--- src/epa_defs.svh ---
// Purpose: Offsets, field positions, reset values and timing counts.
// Assumes: 10 MHz system clock.
// Notes:   Included by every design module of the emulated PHY; the package does not include it.
`ifndef EPA_DEFS_SVH
`define EPA_DEFS_SVH
// ------------------------------------------------------------
// Emulated PHY register numbers
// ------------------------------------------------------------
`define EPA_R_BC      5'h00
`define EPA_R_BS      5'h01
`define EPA_R_ID1     5'h02
`define EPA_R_ID2     5'h03
`define EPA_R_ADV     5'h04
`define EPA_R_LP      5'h05
`define EPA_R_EXP     5'h06
`define EPA_PHYAD     5'h00
// Identity words: values arbitrary
`define EPA_ID1_VAL   16'h0A5A
`define EPA_ID2_VAL   16'h5C30
// ------------------------------------------------------------
// Field positions and values
// ------------------------------------------------------------
`define EPA_BC_RST    15
`define EPA_BC_SPD    13
`define EPA_BC_ANEN   12
`define EPA_BC_RESTART 9
`define EPA_BC_DUP    8
`define EPA_BC_RESET  16'h3100
`define EPA_BC_WMASK  16'h7D80
`define EPA_BS_FIXED  16'h780D
`define EPA_BS_ANC    5
`define EPA_ADV_RESET 16'h0DE1
`define EPA_ADV_WMASK 16'h0DE0
`define EPA_SEL_8023  5'h01
`define EPA_TECH_PD   4'h4
`define EPA_RC_PHY    3
`define EPA_RC_DIG    10
`define EPA_PMT_PHY   10
`define EPA_FC_SEL    0
`define EPA_FC_TX     1
`define EPA_FC_RX     2
`define EPA_MD_PRE    6'h20
`define EPA_MD_HDR    6'h0C
`define EPA_MD_LAST   6'h0F
// ------------------------------------------------------------
// Bus register map (byte addresses) and index codes
// ------------------------------------------------------------
`define EPA_A_RSTCTL  8'h00
`define EPA_A_PMT     8'h04
`define EPA_A_FC      8'h08
`define EPA_A_RELOAD  8'h0C
`define EPA_A_STATUS  8'h10
`define EPA_I_RSTCTL  3'h0
`define EPA_I_PMT     3'h1
`define EPA_I_FC      3'h2
`define EPA_I_RELOAD  3'h3
`define EPA_I_STATUS  3'h4
`define EPA_I_NONE    3'h7
`define EPA_RESP_OK   2'h0
`define EPA_RESP_ERR  2'h2
// ------------------------------------------------------------
// Timing
// ------------------------------------------------------------
`define EPA_CLK_NS     100
`define EPA_SELFCLR_NS 102000
`define EPA_LONG_CYC   11'(`EPA_SELFCLR_NS / `EPA_CLK_NS)
`define EPA_SHORT_CYC  11'h004
`endif

--- src/epa_pkg.sv ---
// Purpose: Types shared by the emulated PHY modules.
// Assumes: Nothing.
// Notes:   Constants live in epa_defs.svh.
package epa_pkg;
	typedef enum {AN_IDLE, AN_CPLT, AN_PAGE, AN_LATCH} epa_an_t;
	typedef enum {MD_PRE, MD_HDR, MD_TA, MD_DATA} epa_md_t;
	typedef struct packed {
		logic speed100;
		logic full;
		logic tx_pause;
		logic rx_pause;
	} epa_link_t;
	typedef struct packed {
		logic        wr;
		logic [4:0]  addr;
		logic [15:0] wdata;
	} epa_mreq_t;
endpackage : epa_pkg

--- src/epa_mdio_slave.sv ---
// Purpose: Clause 22 management frame slave.
// Assumes: MDC well below the system clock rate.
// Notes:   Pins pass three flops; a change counts once two agree.
`include "epa_defs.svh"
module epa_mdio_slave
	import epa_pkg::*;
(
	// Clock and reset
	input  wire logic        clk_sys_in,
	input  wire logic        rst_n_in,
	// Management pins
	input  wire logic        mdc_in,
	input  wire logic        mdio_in,
	output logic             mdio_out,
	output logic             mdio_oe_out,
	// Register side
	input  wire logic [15:0] rdata_in,
	output epa_mreq_t        req_out
);
	logic [2:0]  mdc_s_q;
	logic [2:0]  mdio_s_q;
	logic        mdc_v_q;
	logic        mdio_v_q;
	logic        mdc_p_q;
	epa_md_t     st_q;
	logic [5:0]  cnt_q;
	logic [15:0] sh_q;
	logic        rd_q;
	logic        rise;
	logic [12:0] hdr;

	// ------------------------------------------------------------
	// Pin synchronisers
	// ------------------------------------------------------------
	always_ff @(posedge clk_sys_in) begin
		if (!rst_n_in) begin
			mdc_s_q  <= 3'h0;
			mdio_s_q <= 3'h7;
			mdc_v_q  <= 1'b0;
			mdio_v_q <= 1'b1;
			mdc_p_q  <= 1'b0;
		end else begin
			mdc_s_q  <= {mdc_s_q[1:0], mdc_in};
			mdio_s_q <= {mdio_s_q[1:0], mdio_in};
			if (mdc_s_q[1] == mdc_s_q[2]) begin
				mdc_v_q <= mdc_s_q[2];
			end
			if (mdio_s_q[1] == mdio_s_q[2]) begin
				mdio_v_q <= mdio_s_q[2];
			end
			mdc_p_q <= mdc_v_q;
		end
	end

	assign rise = mdc_v_q & ~mdc_p_q;
	assign hdr  = {sh_q[11:0], mdio_v_q};

	// ------------------------------------------------------------
	// Frame engine
	// ------------------------------------------------------------
	always_ff @(posedge clk_sys_in) begin
		if (!rst_n_in) begin
			st_q        <= MD_PRE;
			cnt_q       <= 6'h00;
			sh_q        <= 16'h0000;
			rd_q        <= 1'b0;
			mdio_out    <= 1'b0;
			mdio_oe_out <= 1'b0;
			req_out     <= '0;
		end else begin
			req_out.wr <= 1'b0;
			if (rise) begin
				case (st_q)
				MD_PRE: begin
					if (mdio_v_q) begin
						if (cnt_q != `EPA_MD_PRE) begin
							cnt_q <= cnt_q + 6'h01;
						end
					end else if (cnt_q == `EPA_MD_PRE) begin
						st_q  <= MD_HDR;
						cnt_q <= 6'h00;
					end else begin
						cnt_q <= 6'h00;
					end
				end
				MD_HDR: begin
					sh_q  <= {sh_q[14:0], mdio_v_q};
					cnt_q <= cnt_q + 6'h01;
					if (cnt_q == `EPA_MD_HDR) begin
						cnt_q <= 6'h00;
						req_out.addr <= hdr[4:0];
						rd_q  <= hdr[11:10] == 2'b10;
						if (hdr[12] && hdr[9:5] == `EPA_PHYAD && hdr[11] != hdr[10]) begin
							st_q <= MD_TA;
						end else begin
							st_q <= MD_PRE;
						end
					end
				end
				MD_TA: begin
					cnt_q <= cnt_q + 6'h01;
					if (cnt_q == 6'h00) begin
						mdio_oe_out <= rd_q;
						mdio_out    <= 1'b0;
					end else begin
						st_q     <= MD_DATA;
						cnt_q    <= 6'h00;
						mdio_out <= rdata_in[15];
						sh_q     <= {rdata_in[14:0], 1'b0};
					end
				end
				MD_DATA: begin
					cnt_q <= cnt_q + 6'h01;
					if (rd_q) begin
						mdio_out <= sh_q[15];
						sh_q     <= {sh_q[14:0], 1'b0};
					end else begin
						sh_q <= {sh_q[14:0], mdio_v_q};
					end
					if (cnt_q == `EPA_MD_LAST) begin
						st_q        <= MD_PRE;
						cnt_q       <= 6'h00;
						mdio_oe_out <= 1'b0;
						req_out.wr  <= ~rd_q;
						req_out.wdata <= {sh_q[14:0], mdio_v_q};
					end
				end
				default: begin
					st_q <= MD_PRE;
				end
				endcase
			end
		end
	end
endmodule : epa_mdio_slave

--- src/epa_resolve.sv ---
// Purpose: Highest common mode against the fixed emulated partner.
// Assumes: Partner offers all four modes.
// Notes:   Purely combinational.
`include "epa_defs.svh"
module epa_resolve
	import epa_pkg::*;
(
	// Local technology bits: 3=100F 2=100H 1=10F 0=10H
	input  wire logic [3:0] adv_in,
	// Result
	output logic            common_out,
	output logic            speed_out,
	output logic            full_out,
	output logic [3:0]      tech_out
);
	logic [3:0] both;
	always_comb begin
		both       = adv_in & 4'hF; // RULE5 RULE8
		common_out = |both;
		tech_out   = common_out ? 4'hF : `EPA_TECH_PD; // RULE9 RULE10
		if (both[3]) begin // RULE5
			speed_out = 1'b1;
			full_out  = 1'b1;
		end else if (both[2]) begin
			speed_out = 1'b1;
			full_out  = 1'b0;
		end else if (both[1]) begin
			speed_out = 1'b0;
			full_out  = 1'b1;
		end else if (both[0]) begin
			speed_out = 1'b0;
			full_out  = 1'b0;
		end else begin
			speed_out = 1'b1; // RULE10
			full_out  = 1'b0;
		end
	end
endmodule : epa_resolve

--- src/epa_top.sv ---
// Purpose: Emulated single-port PHY with emulated auto-negotiation.
// Assumes: Host MAC manages it over MDIO; software over AXI4-Lite.
// Notes:   The switch fabric is the fixed emulated link partner.
//
// Our own choices: the AXI4-Lite slave port and the register addresses.
`include "epa_defs.svh"
// Contract
// [RULE1] Full clause 22 register bank over MDIO; the code has registers 0 to 6 only, others read 16'hFFFF
// [RULE2] Negotiation only while enable bit 12 set
// [RULE3] Resets, bit 9 and reload restart negotiation
// [RULE4] Complete, then page received, then latch result
// [RULE5] AND abilities, pick highest common mode
// [RULE6] Four ability bits set after reset, writable
// [RULE7] Later advertisement writes wait for renegotiation
// [RULE8] Partner offers all four; no extras
// [RULE9] Common mode: partner-able set, partner abilities shown
// [RULE10] No common mode: 100 half, one bit
// [RULE11] Disabled negotiation forces speed and duplex
// [RULE12] Host ignores forced bits while negotiating
// [RULE13] Pause advertised from bits 10 and 11
// [RULE14] Partner pause mirrors local pause bits
// [RULE15] Manual flow control when disabled or selected
// [RULE16] Manual flow writes leave advertisement alone
// [RULE17] Reset control bit 3 self-clears after 102us
// [RULE18] Control bit 15 resets, reads zero after
// [RULE19] Power control bit 10 self-clears after 102us
// [RULE20] Drive resolved or forced settings to fabric
module epa_top
	import epa_pkg::*;
(
	// Clock and reset
	input  wire logic        clk_sys_in,
	input  wire logic        rst_n_in,
	input  wire logic        hardware_reset_pin_n_in,
	// Management pins
	input  wire logic        mdc_in,
	input  wire logic        mdio_in,
	output logic             mdio_out,
	output logic             mdio_oe_out,
	// AXI4-Lite write
	input  wire logic [7:0]  s_awaddr_in,
	input  wire logic        s_awvalid_in,
	output logic             s_awready_out,
	input  wire logic [31:0] s_wdata_in,
	input  wire logic [3:0]  s_wstrb_in,
	input  wire logic        s_wvalid_in,
	output logic             s_wready_out,
	output logic [1:0]       s_bresp_out,
	output logic             s_bvalid_out,
	input  wire logic        s_bready_in,
	// AXI4-Lite read
	input  wire logic [7:0]  s_araddr_in,
	input  wire logic        s_arvalid_in,
	output logic             s_arready_out,
	output logic [31:0]      s_rdata_out,
	output logic [1:0]       s_rresp_out,
	output logic             s_rvalid_out,
	input  wire logic        s_rready_in,
	// Host-side fabric port
	output epa_link_t        host_link_out
);

	function automatic logic [2:0] epa_idx(input logic [7:0] a);
		case (a)
		`EPA_A_RSTCTL: epa_idx = `EPA_I_RSTCTL;
		`EPA_A_PMT:    epa_idx = `EPA_I_PMT;
		`EPA_A_FC:     epa_idx = `EPA_I_FC;
		`EPA_A_RELOAD: epa_idx = `EPA_I_RELOAD;
		`EPA_A_STATUS: epa_idx = `EPA_I_STATUS;
		default:       epa_idx = `EPA_I_NONE;
		endcase
	endfunction : epa_idx

	logic [2:0]  hw_s_q;
	logic        hw_lvl_q;
	logic [7:0]  aw_addr_q;
	logic [15:0] wdat_q;
	logic [1:0]  wstrb_q;
	logic [15:0] wv;
	logic        wr_go;
	logic [2:0]  wsel;
	logic [10:0] rst_cnt_q;
	logic        rc_phy_q, pmt_phy_q, dig_q, bc_rst_q;
	logic        long_ld, short_ld, rst_end, busy;
	logic        set_rc, set_pmt, set_dig, set_rld, mbc;
	logic [15:0] bc_q, adv_q, lp_q, mrd;
	logic [2:0]  fc_q;
	epa_an_t     an_st;
	logic        an_req_q, an_take, an_set;
	logic        anc_q, page_q, lpa_q, res_spd_q, res_full_q, res_tx_q, res_rx_q;
	logic        r_common, r_spd, r_full;
	logic [3:0]  r_tech;
	logic [15:0] ard;
	epa_mreq_t   mreq;

	// ------------------------------------------------------------
	// Hardware reset pin
	// ------------------------------------------------------------
	always_ff @(posedge clk_sys_in) begin
		if (!rst_n_in) begin
			hw_s_q   <= 3'h7;
			hw_lvl_q <= 1'b1;
		end else begin
			hw_s_q <= {hw_s_q[1:0], hardware_reset_pin_n_in};
			if (hw_s_q[1] == hw_s_q[2]) begin
				hw_lvl_q <= hw_s_q[2];
			end
		end
	end

	// ------------------------------------------------------------
	// AXI4-Lite slave
	// ------------------------------------------------------------
	assign wr_go = ~s_awready_out & ~s_wready_out & ~s_bvalid_out;
	assign wsel  = epa_idx(aw_addr_q);
	assign wv    = {wstrb_q[1] ? wdat_q[15:8] : 8'h00, wstrb_q[0] ? wdat_q[7:0] : 8'h00};

	always_ff @(posedge clk_sys_in) begin
		if (!rst_n_in) begin
			s_awready_out <= 1'b1;
			s_wready_out  <= 1'b1;
			s_bvalid_out  <= 1'b0;
			s_bresp_out   <= `EPA_RESP_OK;
			aw_addr_q     <= 8'h00;
			wdat_q        <= 16'h0000;
			wstrb_q       <= 2'h0;
		end else begin
			if (s_awvalid_in && s_awready_out) begin
				aw_addr_q     <= s_awaddr_in;
				s_awready_out <= 1'b0;
			end
			if (s_wvalid_in && s_wready_out) begin
				wdat_q       <= s_wdata_in[15:0];
				wstrb_q      <= s_wstrb_in[1:0];
				s_wready_out <= 1'b0;
			end
			if (wr_go) begin
				s_bvalid_out <= 1'b1;
				s_bresp_out  <= wsel == `EPA_I_NONE ? `EPA_RESP_ERR : `EPA_RESP_OK;
			end
			if (s_bvalid_out && s_bready_in) begin
				s_bvalid_out  <= 1'b0;
				s_awready_out <= 1'b1;
				s_wready_out  <= 1'b1;
			end
		end
	end

	always_comb begin
		case (epa_idx(s_araddr_in))
		`EPA_I_RSTCTL: ard = 16'(dig_q) << `EPA_RC_DIG | 16'(rc_phy_q) << `EPA_RC_PHY;
		`EPA_I_PMT:    ard = 16'(pmt_phy_q) << `EPA_PMT_PHY;
		`EPA_I_FC:     ard = {10'h000, host_link_out.full, host_link_out.rx_pause,
		                      host_link_out.tx_pause, fc_q}; // RULE15
		`EPA_I_STATUS: ard = {10'h000, anc_q, lpa_q, host_link_out};
		default:       ard = 16'h0000;
		endcase
	end

	always_ff @(posedge clk_sys_in) begin
		if (!rst_n_in) begin
			s_arready_out <= 1'b1;
			s_rvalid_out  <= 1'b0;
			s_rdata_out   <= 32'h0000_0000;
			s_rresp_out   <= `EPA_RESP_OK;
		end else if (s_arvalid_in && s_arready_out) begin
			s_arready_out <= 1'b0;
			s_rvalid_out  <= 1'b1;
			s_rdata_out   <= {16'h0000, ard};
			s_rresp_out   <= epa_idx(s_araddr_in) == `EPA_I_NONE ? `EPA_RESP_ERR : `EPA_RESP_OK;
		end else if (s_rvalid_out && s_rready_in) begin
			s_rvalid_out  <= 1'b0;
			s_arready_out <= 1'b1;
		end
	end

	// ------------------------------------------------------------
	// Resets of the emulated PHY
	// ------------------------------------------------------------
	assign set_rc   = wr_go && wsel == `EPA_I_RSTCTL && wv[`EPA_RC_PHY];
	assign set_dig  = wr_go && wsel == `EPA_I_RSTCTL && wv[`EPA_RC_DIG];
	assign set_pmt  = wr_go && wsel == `EPA_I_PMT && wv[`EPA_PMT_PHY];
	assign set_rld  = wr_go && wsel == `EPA_I_RELOAD && wv[0];
	assign mbc      = mreq.wr && mreq.addr == `EPA_R_BC;
	assign long_ld  = set_rc | set_pmt;
	assign short_ld = ~hw_lvl_q | (mbc & mreq.wdata[`EPA_BC_RST]) | set_dig | set_rld;
	assign rst_end  = rst_cnt_q == 11'h001 && !long_ld && !short_ld;
	assign busy     = rst_cnt_q != 11'h000;

	always_ff @(posedge clk_sys_in) begin
		if (!rst_n_in) begin
			rst_cnt_q <= 11'h000;
			rc_phy_q  <= 1'b0;
			pmt_phy_q <= 1'b0;
			dig_q     <= 1'b0;
			bc_rst_q  <= 1'b0;
		end else begin
			if (long_ld) begin
				rst_cnt_q <= `EPA_LONG_CYC; // RULE17 RULE19
			end else if (short_ld && rst_cnt_q < `EPA_SHORT_CYC) begin
				rst_cnt_q <= `EPA_SHORT_CYC;
			end else if (busy) begin
				rst_cnt_q <= rst_cnt_q - 11'h001;
			end
			rc_phy_q  <= set_rc | (rc_phy_q & ~rst_end); // RULE17
			pmt_phy_q <= set_pmt | (pmt_phy_q & ~rst_end); // RULE19
			dig_q     <= set_dig | (dig_q & ~rst_end);
			bc_rst_q  <= (mbc & mreq.wdata[`EPA_BC_RST]) | (bc_rst_q & ~rst_end); // RULE18
		end
	end

	// ------------------------------------------------------------
	// Emulated PHY registers
	// ------------------------------------------------------------
	always_ff @(posedge clk_sys_in) begin
		if (!rst_n_in || busy) begin
			bc_q  <= `EPA_BC_RESET;
			adv_q <= `EPA_ADV_RESET; // RULE6
		end else if (mreq.wr) begin
			if (mreq.addr == `EPA_R_BC) begin
				bc_q <= mreq.wdata & `EPA_BC_WMASK;
			end
			if (mreq.addr == `EPA_R_ADV) begin
				adv_q <= mreq.wdata & `EPA_ADV_WMASK | 16'(`EPA_SEL_8023); // RULE6 RULE8 RULE13
			end
		end
	end

	always_ff @(posedge clk_sys_in) begin
		if (!rst_n_in) begin
			fc_q <= 3'h0;
		end else if (wr_go && wsel == `EPA_I_FC) begin
			fc_q <= wv[2:0]; // RULE16
		end
	end

	always_comb begin
		case (mreq.addr) // RULE1
		`EPA_R_BC:  mrd = bc_q | 16'(bc_rst_q) << `EPA_BC_RST;
		`EPA_R_BS:  mrd = `EPA_BS_FIXED | 16'(anc_q) << `EPA_BS_ANC;
		`EPA_R_ID1: mrd = `EPA_ID1_VAL;
		`EPA_R_ID2: mrd = `EPA_ID2_VAL;
		`EPA_R_ADV: mrd = adv_q;
		`EPA_R_LP:  mrd = lp_q;
		`EPA_R_EXP: mrd = {14'h0000, page_q, lpa_q};
		default:    mrd = 16'hFFFF;
		endcase
	end

	epa_mdio_slave u_mdio (
		.clk_sys_in  (clk_sys_in),
		.rst_n_in    (rst_n_in),
		.mdc_in      (mdc_in),
		.mdio_in     (mdio_in),
		.mdio_out    (mdio_out),
		.mdio_oe_out (mdio_oe_out),
		.rdata_in    (mrd),
		.req_out     (mreq)
	);

	// ------------------------------------------------------------
	// Emulated auto-negotiation
	// ------------------------------------------------------------
	epa_resolve u_res (
		.adv_in     (adv_q[8:5]),
		.common_out (r_common),
		.speed_out  (r_spd),
		.full_out   (r_full),
		.tech_out   (r_tech)
	);

	assign an_take = an_st == AN_IDLE && bc_q[`EPA_BC_ANEN] && !busy; // RULE2
	assign an_set  = rst_end | (mbc & mreq.wdata[`EPA_BC_RESTART]); // RULE3

	always_ff @(posedge clk_sys_in) begin
		if (!rst_n_in) begin
			an_req_q <= 1'b1; // RULE3
		end else begin
			an_req_q <= an_set | (an_req_q & ~an_take);
		end
	end

	always_ff @(posedge clk_sys_in) begin
		if (!rst_n_in || busy) begin
			an_st      <= AN_IDLE;
			anc_q      <= 1'b0;
			page_q     <= 1'b0;
			lpa_q      <= 1'b0;
			lp_q       <= 16'h0000;
			res_spd_q  <= 1'b1;
			res_full_q <= 1'b1;
			res_tx_q   <= 1'b0;
			res_rx_q   <= 1'b0;
		end else begin
			case (an_st)
			AN_IDLE: begin
				if (an_take && an_req_q) begin
					anc_q  <= 1'b0;
					page_q <= 1'b0;
					an_st  <= AN_CPLT;
				end
			end
			AN_CPLT: begin
				anc_q <= 1'b1; // RULE4
				an_st <= AN_PAGE;
			end
			AN_PAGE: begin
				page_q <= 1'b1; // RULE4
				an_st  <= AN_LATCH;
			end
			AN_LATCH: begin
				res_spd_q  <= r_spd; // RULE4 RULE5 RULE7
				res_full_q <= r_full;
				lpa_q      <= r_common; // RULE9 RULE10
				lp_q       <= {4'h0, adv_q[11:10], 1'b0, r_tech, `EPA_SEL_8023}; // RULE8 RULE14
				res_tx_q   <= adv_q[10] | adv_q[11]; // RULE14
				res_rx_q   <= adv_q[10];
				an_st      <= AN_IDLE;
			end
			default: begin
				an_st <= AN_IDLE;
			end
			endcase
		end
	end

	// ------------------------------------------------------------
	// Host-side port settings
	// ------------------------------------------------------------
	always_ff @(posedge clk_sys_in) begin
		if (!rst_n_in) begin
			host_link_out <= '0;
		end else begin
			host_link_out.speed100 <= bc_q[`EPA_BC_ANEN] ? res_spd_q : bc_q[`EPA_BC_SPD]; // RULE11 RULE20
			host_link_out.full     <= bc_q[`EPA_BC_ANEN] ? res_full_q : bc_q[`EPA_BC_DUP]; // RULE11
			if (!bc_q[`EPA_BC_ANEN] || fc_q[`EPA_FC_SEL]) begin
				host_link_out.tx_pause <= fc_q[`EPA_FC_TX]; // RULE15
				host_link_out.rx_pause <= fc_q[`EPA_FC_RX];
			end else begin
				host_link_out.tx_pause <= res_tx_q; // RULE20
				host_link_out.rx_pause <= res_rx_q;
			end
		end
	end
endmodule : epa_top

--- config.mk ---
export PLATFORM = sky130hd
export DESIGN_NAME = epa_top
export DESIGN_NICKNAME = d
export VERILOG_FILES = /design/src/epa_pkg.sv /design/src/epa_mdio_slave.sv /design/src/epa_resolve.sv /design/src/epa_top.sv
export VERILOG_INCLUDE_DIRS = /design/src /design/src/src
export SDC_FILE = /design/constraint.sdc
export NUM_CORES = 1
export LEC_CHECK = 0
export ABC_AREA = 1
export ABC_CLOCK_PERIOD_IN_PS = 3400
export BUFFER_PORTS_ARGS = -buffer_cell sky130_fd_sc_hd__clkbuf_2
export CELL_PAD_IN_SITES_DETAIL_PLACEMENT = 1
export CELL_PAD_IN_SITES_GLOBAL_PLACEMENT = 2
export CORE_MARGIN = 3
export CORE_UTILIZATION = 30
export CTS_CLUSTER_DIAMETER = 100
export DETAILED_ROUTE_END_ITERATION = 10
export GPL_ROUTABILITY_DRIVEN = 0
export HOLD_SLACK_MARGIN = 0.03
export PLACE_DENSITY_LB_ADDON = 0.1
export RECOVER_POWER = 50
export SLEW_MARGIN = 30
export SYNTH_ARGS = -nofsm -noshare
export SYNTH_HDL_FRONTEND = slang
export SYNTH_SLANG_ARGS = --single-unit
--- constraint.sdc ---
create_clock -name clk_sys_in -period 3.4 [get_ports clk_sys_in]
set_clock_uncertainty 0.05 [all_clocks]
set_input_delay 1.02 -clock clk_sys_in [delete_from_list [all_inputs] [get_ports clk_sys_in]]
set_output_delay 1.02 -clock clk_sys_in [all_outputs]
set_load 0.02 [all_outputs]
==> metrics <==
outcome=completed; vias in the first global route=between 6000 and 7000; largest net degree at the start of global routing=38; crit path max fanout=23; # diodes=0; CP arrival=2920 ps; WP data required=about 3700 ps; WHS Path Cells=1; DR vias=5719; clk sink count=133; core area=between 20000 and 25000 um^2; Setup WS pre-CTS=916 ps; Final nets=slightly below 1000; clock root buffer=clkbuf_16; Die X-Extent=152 um; cts bufs inserted=17; VDD IR-drop max=~0.00030 V; CTS tree=done; Filler cells=2549; most common cell in the netlist=nand2_1; max layer used=met4; wire length on met3=586 um; GRT Total Usage=16.3%; top cell type's share of synthesized area=41.4%; Static Leak=3.27 nW; flop2flop setup slack=990 ps; Final Hold Vio Count=0; Hold Path Sink=u_mdio.mdio_s_q[1]; Post-CTS Hold Fix Bufs=0; Vias per Instance=4.77; worst skew pair latency=~420 ps; Ys Warns=0; Cells after Synth=863; worst hold path type=flop to flop; worst slew pin tran=1100 ps; DRT iter0 DRCs=246; Die Y=152 um; Post-synth ARST share=0%; Primary FF master, synth=dfxtp_1; drt wl/cell=15.5 um; PD cells=between 500 and 600 nW/um^2; max_cap viols=0; Routed Antenna Nets=0; Synth Register Bits=133; First-pass DRT Iterations=4; synthesized area=6430 um^2; area grow syn2layout=15.4%; H-Tree Depth=4; setup repair after global routing missed its margin=false; total gr overflow=0; worst-case reg-to-reg path depth=10; critical path launch point type=primary input; Placed Instance Area=6830 um^2; Max Clock Freq=0.384 GHz; WL final=about 19000 um; setup TNS=0 ps; Resized cells post-CTS=0; worst hold start=u_mdio.mdio_s_q[0]; final worst slack=797 ps; CTS clk-pin slew, worst paths=60 ps; syn_area_per_cell=7.45 um^2; largest cells by area after synthesis=dfxtp_1 41%, nand2_1 9.5%, nor2_1 6.1%; Yosys top cell by area=dfxtp_1; Slew Limit Fails=0; first-pass GRT wire length=30900 um; routed wl met2=8970 um; critical path endpoint category=flop; fin area=7420 um^2; Starting Density=31.2%; Crit Path Class=primary input to flop; Top Ports=roughly 110; sequential share of the synthesized area=~41%; layout cells sized above 1=15.5%; number of buffers added for setup after CTS=0; DP HPWL=14100 um; die footprint=23200 um^2; r2r endpoint=an_st[1]; Metal-1 WL=about 8800 um; synth unique cells=52; fin crit share=76.5%; I/O Buffers=between 50 and 60; DRC=0; number of synthesized flops with an enable pin=0; initial antenna violation count=0; row cnt=between 50 and 60; Finish-stage setup viols=0; Max-Slew Margin vs Limit=26.8%; Tmin final=2600 ps; top cells by count, synth=163 x nand2_1, 133 x dfxtp_1, 104 x nor2_1, 90 x inv_1, 75 x a21oi_1; R2R Path Start=rst_cnt_q[0]; maximum root-to-sink buffer count=2
sequential cells by signal, summed over array words and instances, names as in the netlist, 4 cells and up:
| register | flops |
|---|---|
| host_link_out | 4 |
| lp_q | 4 |
| wdat_q | 5 |
| s_rdata_out | 7 |
| aw_addr_q | 8 |
| rst_cnt_q | 11 |
| u_mdio.sh_q | 16 |
| u_mdio.cnt_q | 6 |
| adv_q | 6 |
| u_mdio.req_out | 17 |
| bc_q | 7 |
per-stage QoR:
stage	util, %	power [W]	hold WS (ps)	cells
after floorplan	-	0.00225	340	889
after global placement	33.1	0.00238	346	1167
after detailed placement	33.1	0.00240	356	1167
after CTS	36.1	0.00434	370	1198
after global routing	36.0	0.00450	385	1198
final	36.0	0.00426	364	1198
cells by family after synthesis:
family / after synthesis / share of synthesized area, %
adders and majority gates: 15 / 2.92
and+or+nand+nor: 367 / 26.3
buffers and inverters: 151 / 11.1
AOI/OAI and AO/OA: 192 / 17.7
other: 1 / 0.0584
xor gates and xnor gates: 4 / 0.545
DFF: 133 / 41.4
how the worst max path moves through the flow:
stage                   startpoint         endpoint  slack [ps]  depth (start not counted)
global placement    s_araddr_in[1]   s_rdata_out[4]         970                          8
finish                    rst_n_in  u_mdio.sh_q[12]         800                          7
detailed placement  s_araddr_in[1]   s_rdata_out[2]         920                          8
global route              rst_n_in    s_awready_out         530                          6
CTS                 u_mdio.st_q[0]  u_mdio.sh_q[13]        1050                          9
floorplan           s_araddr_in[1]   s_rdata_out[3]        1390                          7
cell usage in the layout (no fill, tap or decap), types with 3 or more instances in the layout:
cell / n
nand2_1: 164
dfxtp_1: 133
nor2_1: 106
inv_1: 89
a21oi_1: 76
o21ai_0: 56
clkbuf_2: 52
nand3_1: 39
conb_1: 27
clkbuf_16: 17
ha_1: 15
nand4_1: 14
o211ai_1: 13
a211oi_1: 12
inv_2: 11
o21ai_1: 11
or2_2: 8
nor2_2: 7
nand2_2: 5
nor3_1: 4
a31oi_1: 4
a211oi_2: 4
nor2_4: 3
o21ai_2: 3
nand3_2: 3
xor2_1: 3
o2111ai_1: 3
bufinv_16: 3
clkinvlp_4: 3
clkinv_2: 3
buf_4: 3
area by class of cell:
class                           count  area [um^2]  area share (%)
Clock buffer                       19          453            6.11
Sequential cell                   133         2660            35.9
Inverter                          102          385            5.19
Tap cell                          270          338            4.55
Timing Repair Buffer               57          290            3.91
Clock inverter                     12          154            2.07
Multi-Input combinational cell    605         3140            42.3
worst max-delay path, cell delays in order:
cell	delay, ps
clkbuf_1	230
clkbuf_1	850
inv_2	60
clkbuf_2	390
a21oi_1	240
nand2_1	70
inv_1	50
report_power, final:
group          switching (W)  internal [W]  total [W]
logic               0.000441      0.000222   0.000663
clock network       0.000727       0.00119    0.00191
registers          0.0000561       0.00163    0.00169
total                0.00122       0.00304    0.00426
layer usage:
metal,track usage (%),up-vias
met1,20.5,2750
met2,28.3,69
met4,4.58,0
met5,0,-
met3,3.44,20
li1,-,2880
No activity file was read; power rests on OpenSTA's default activity.
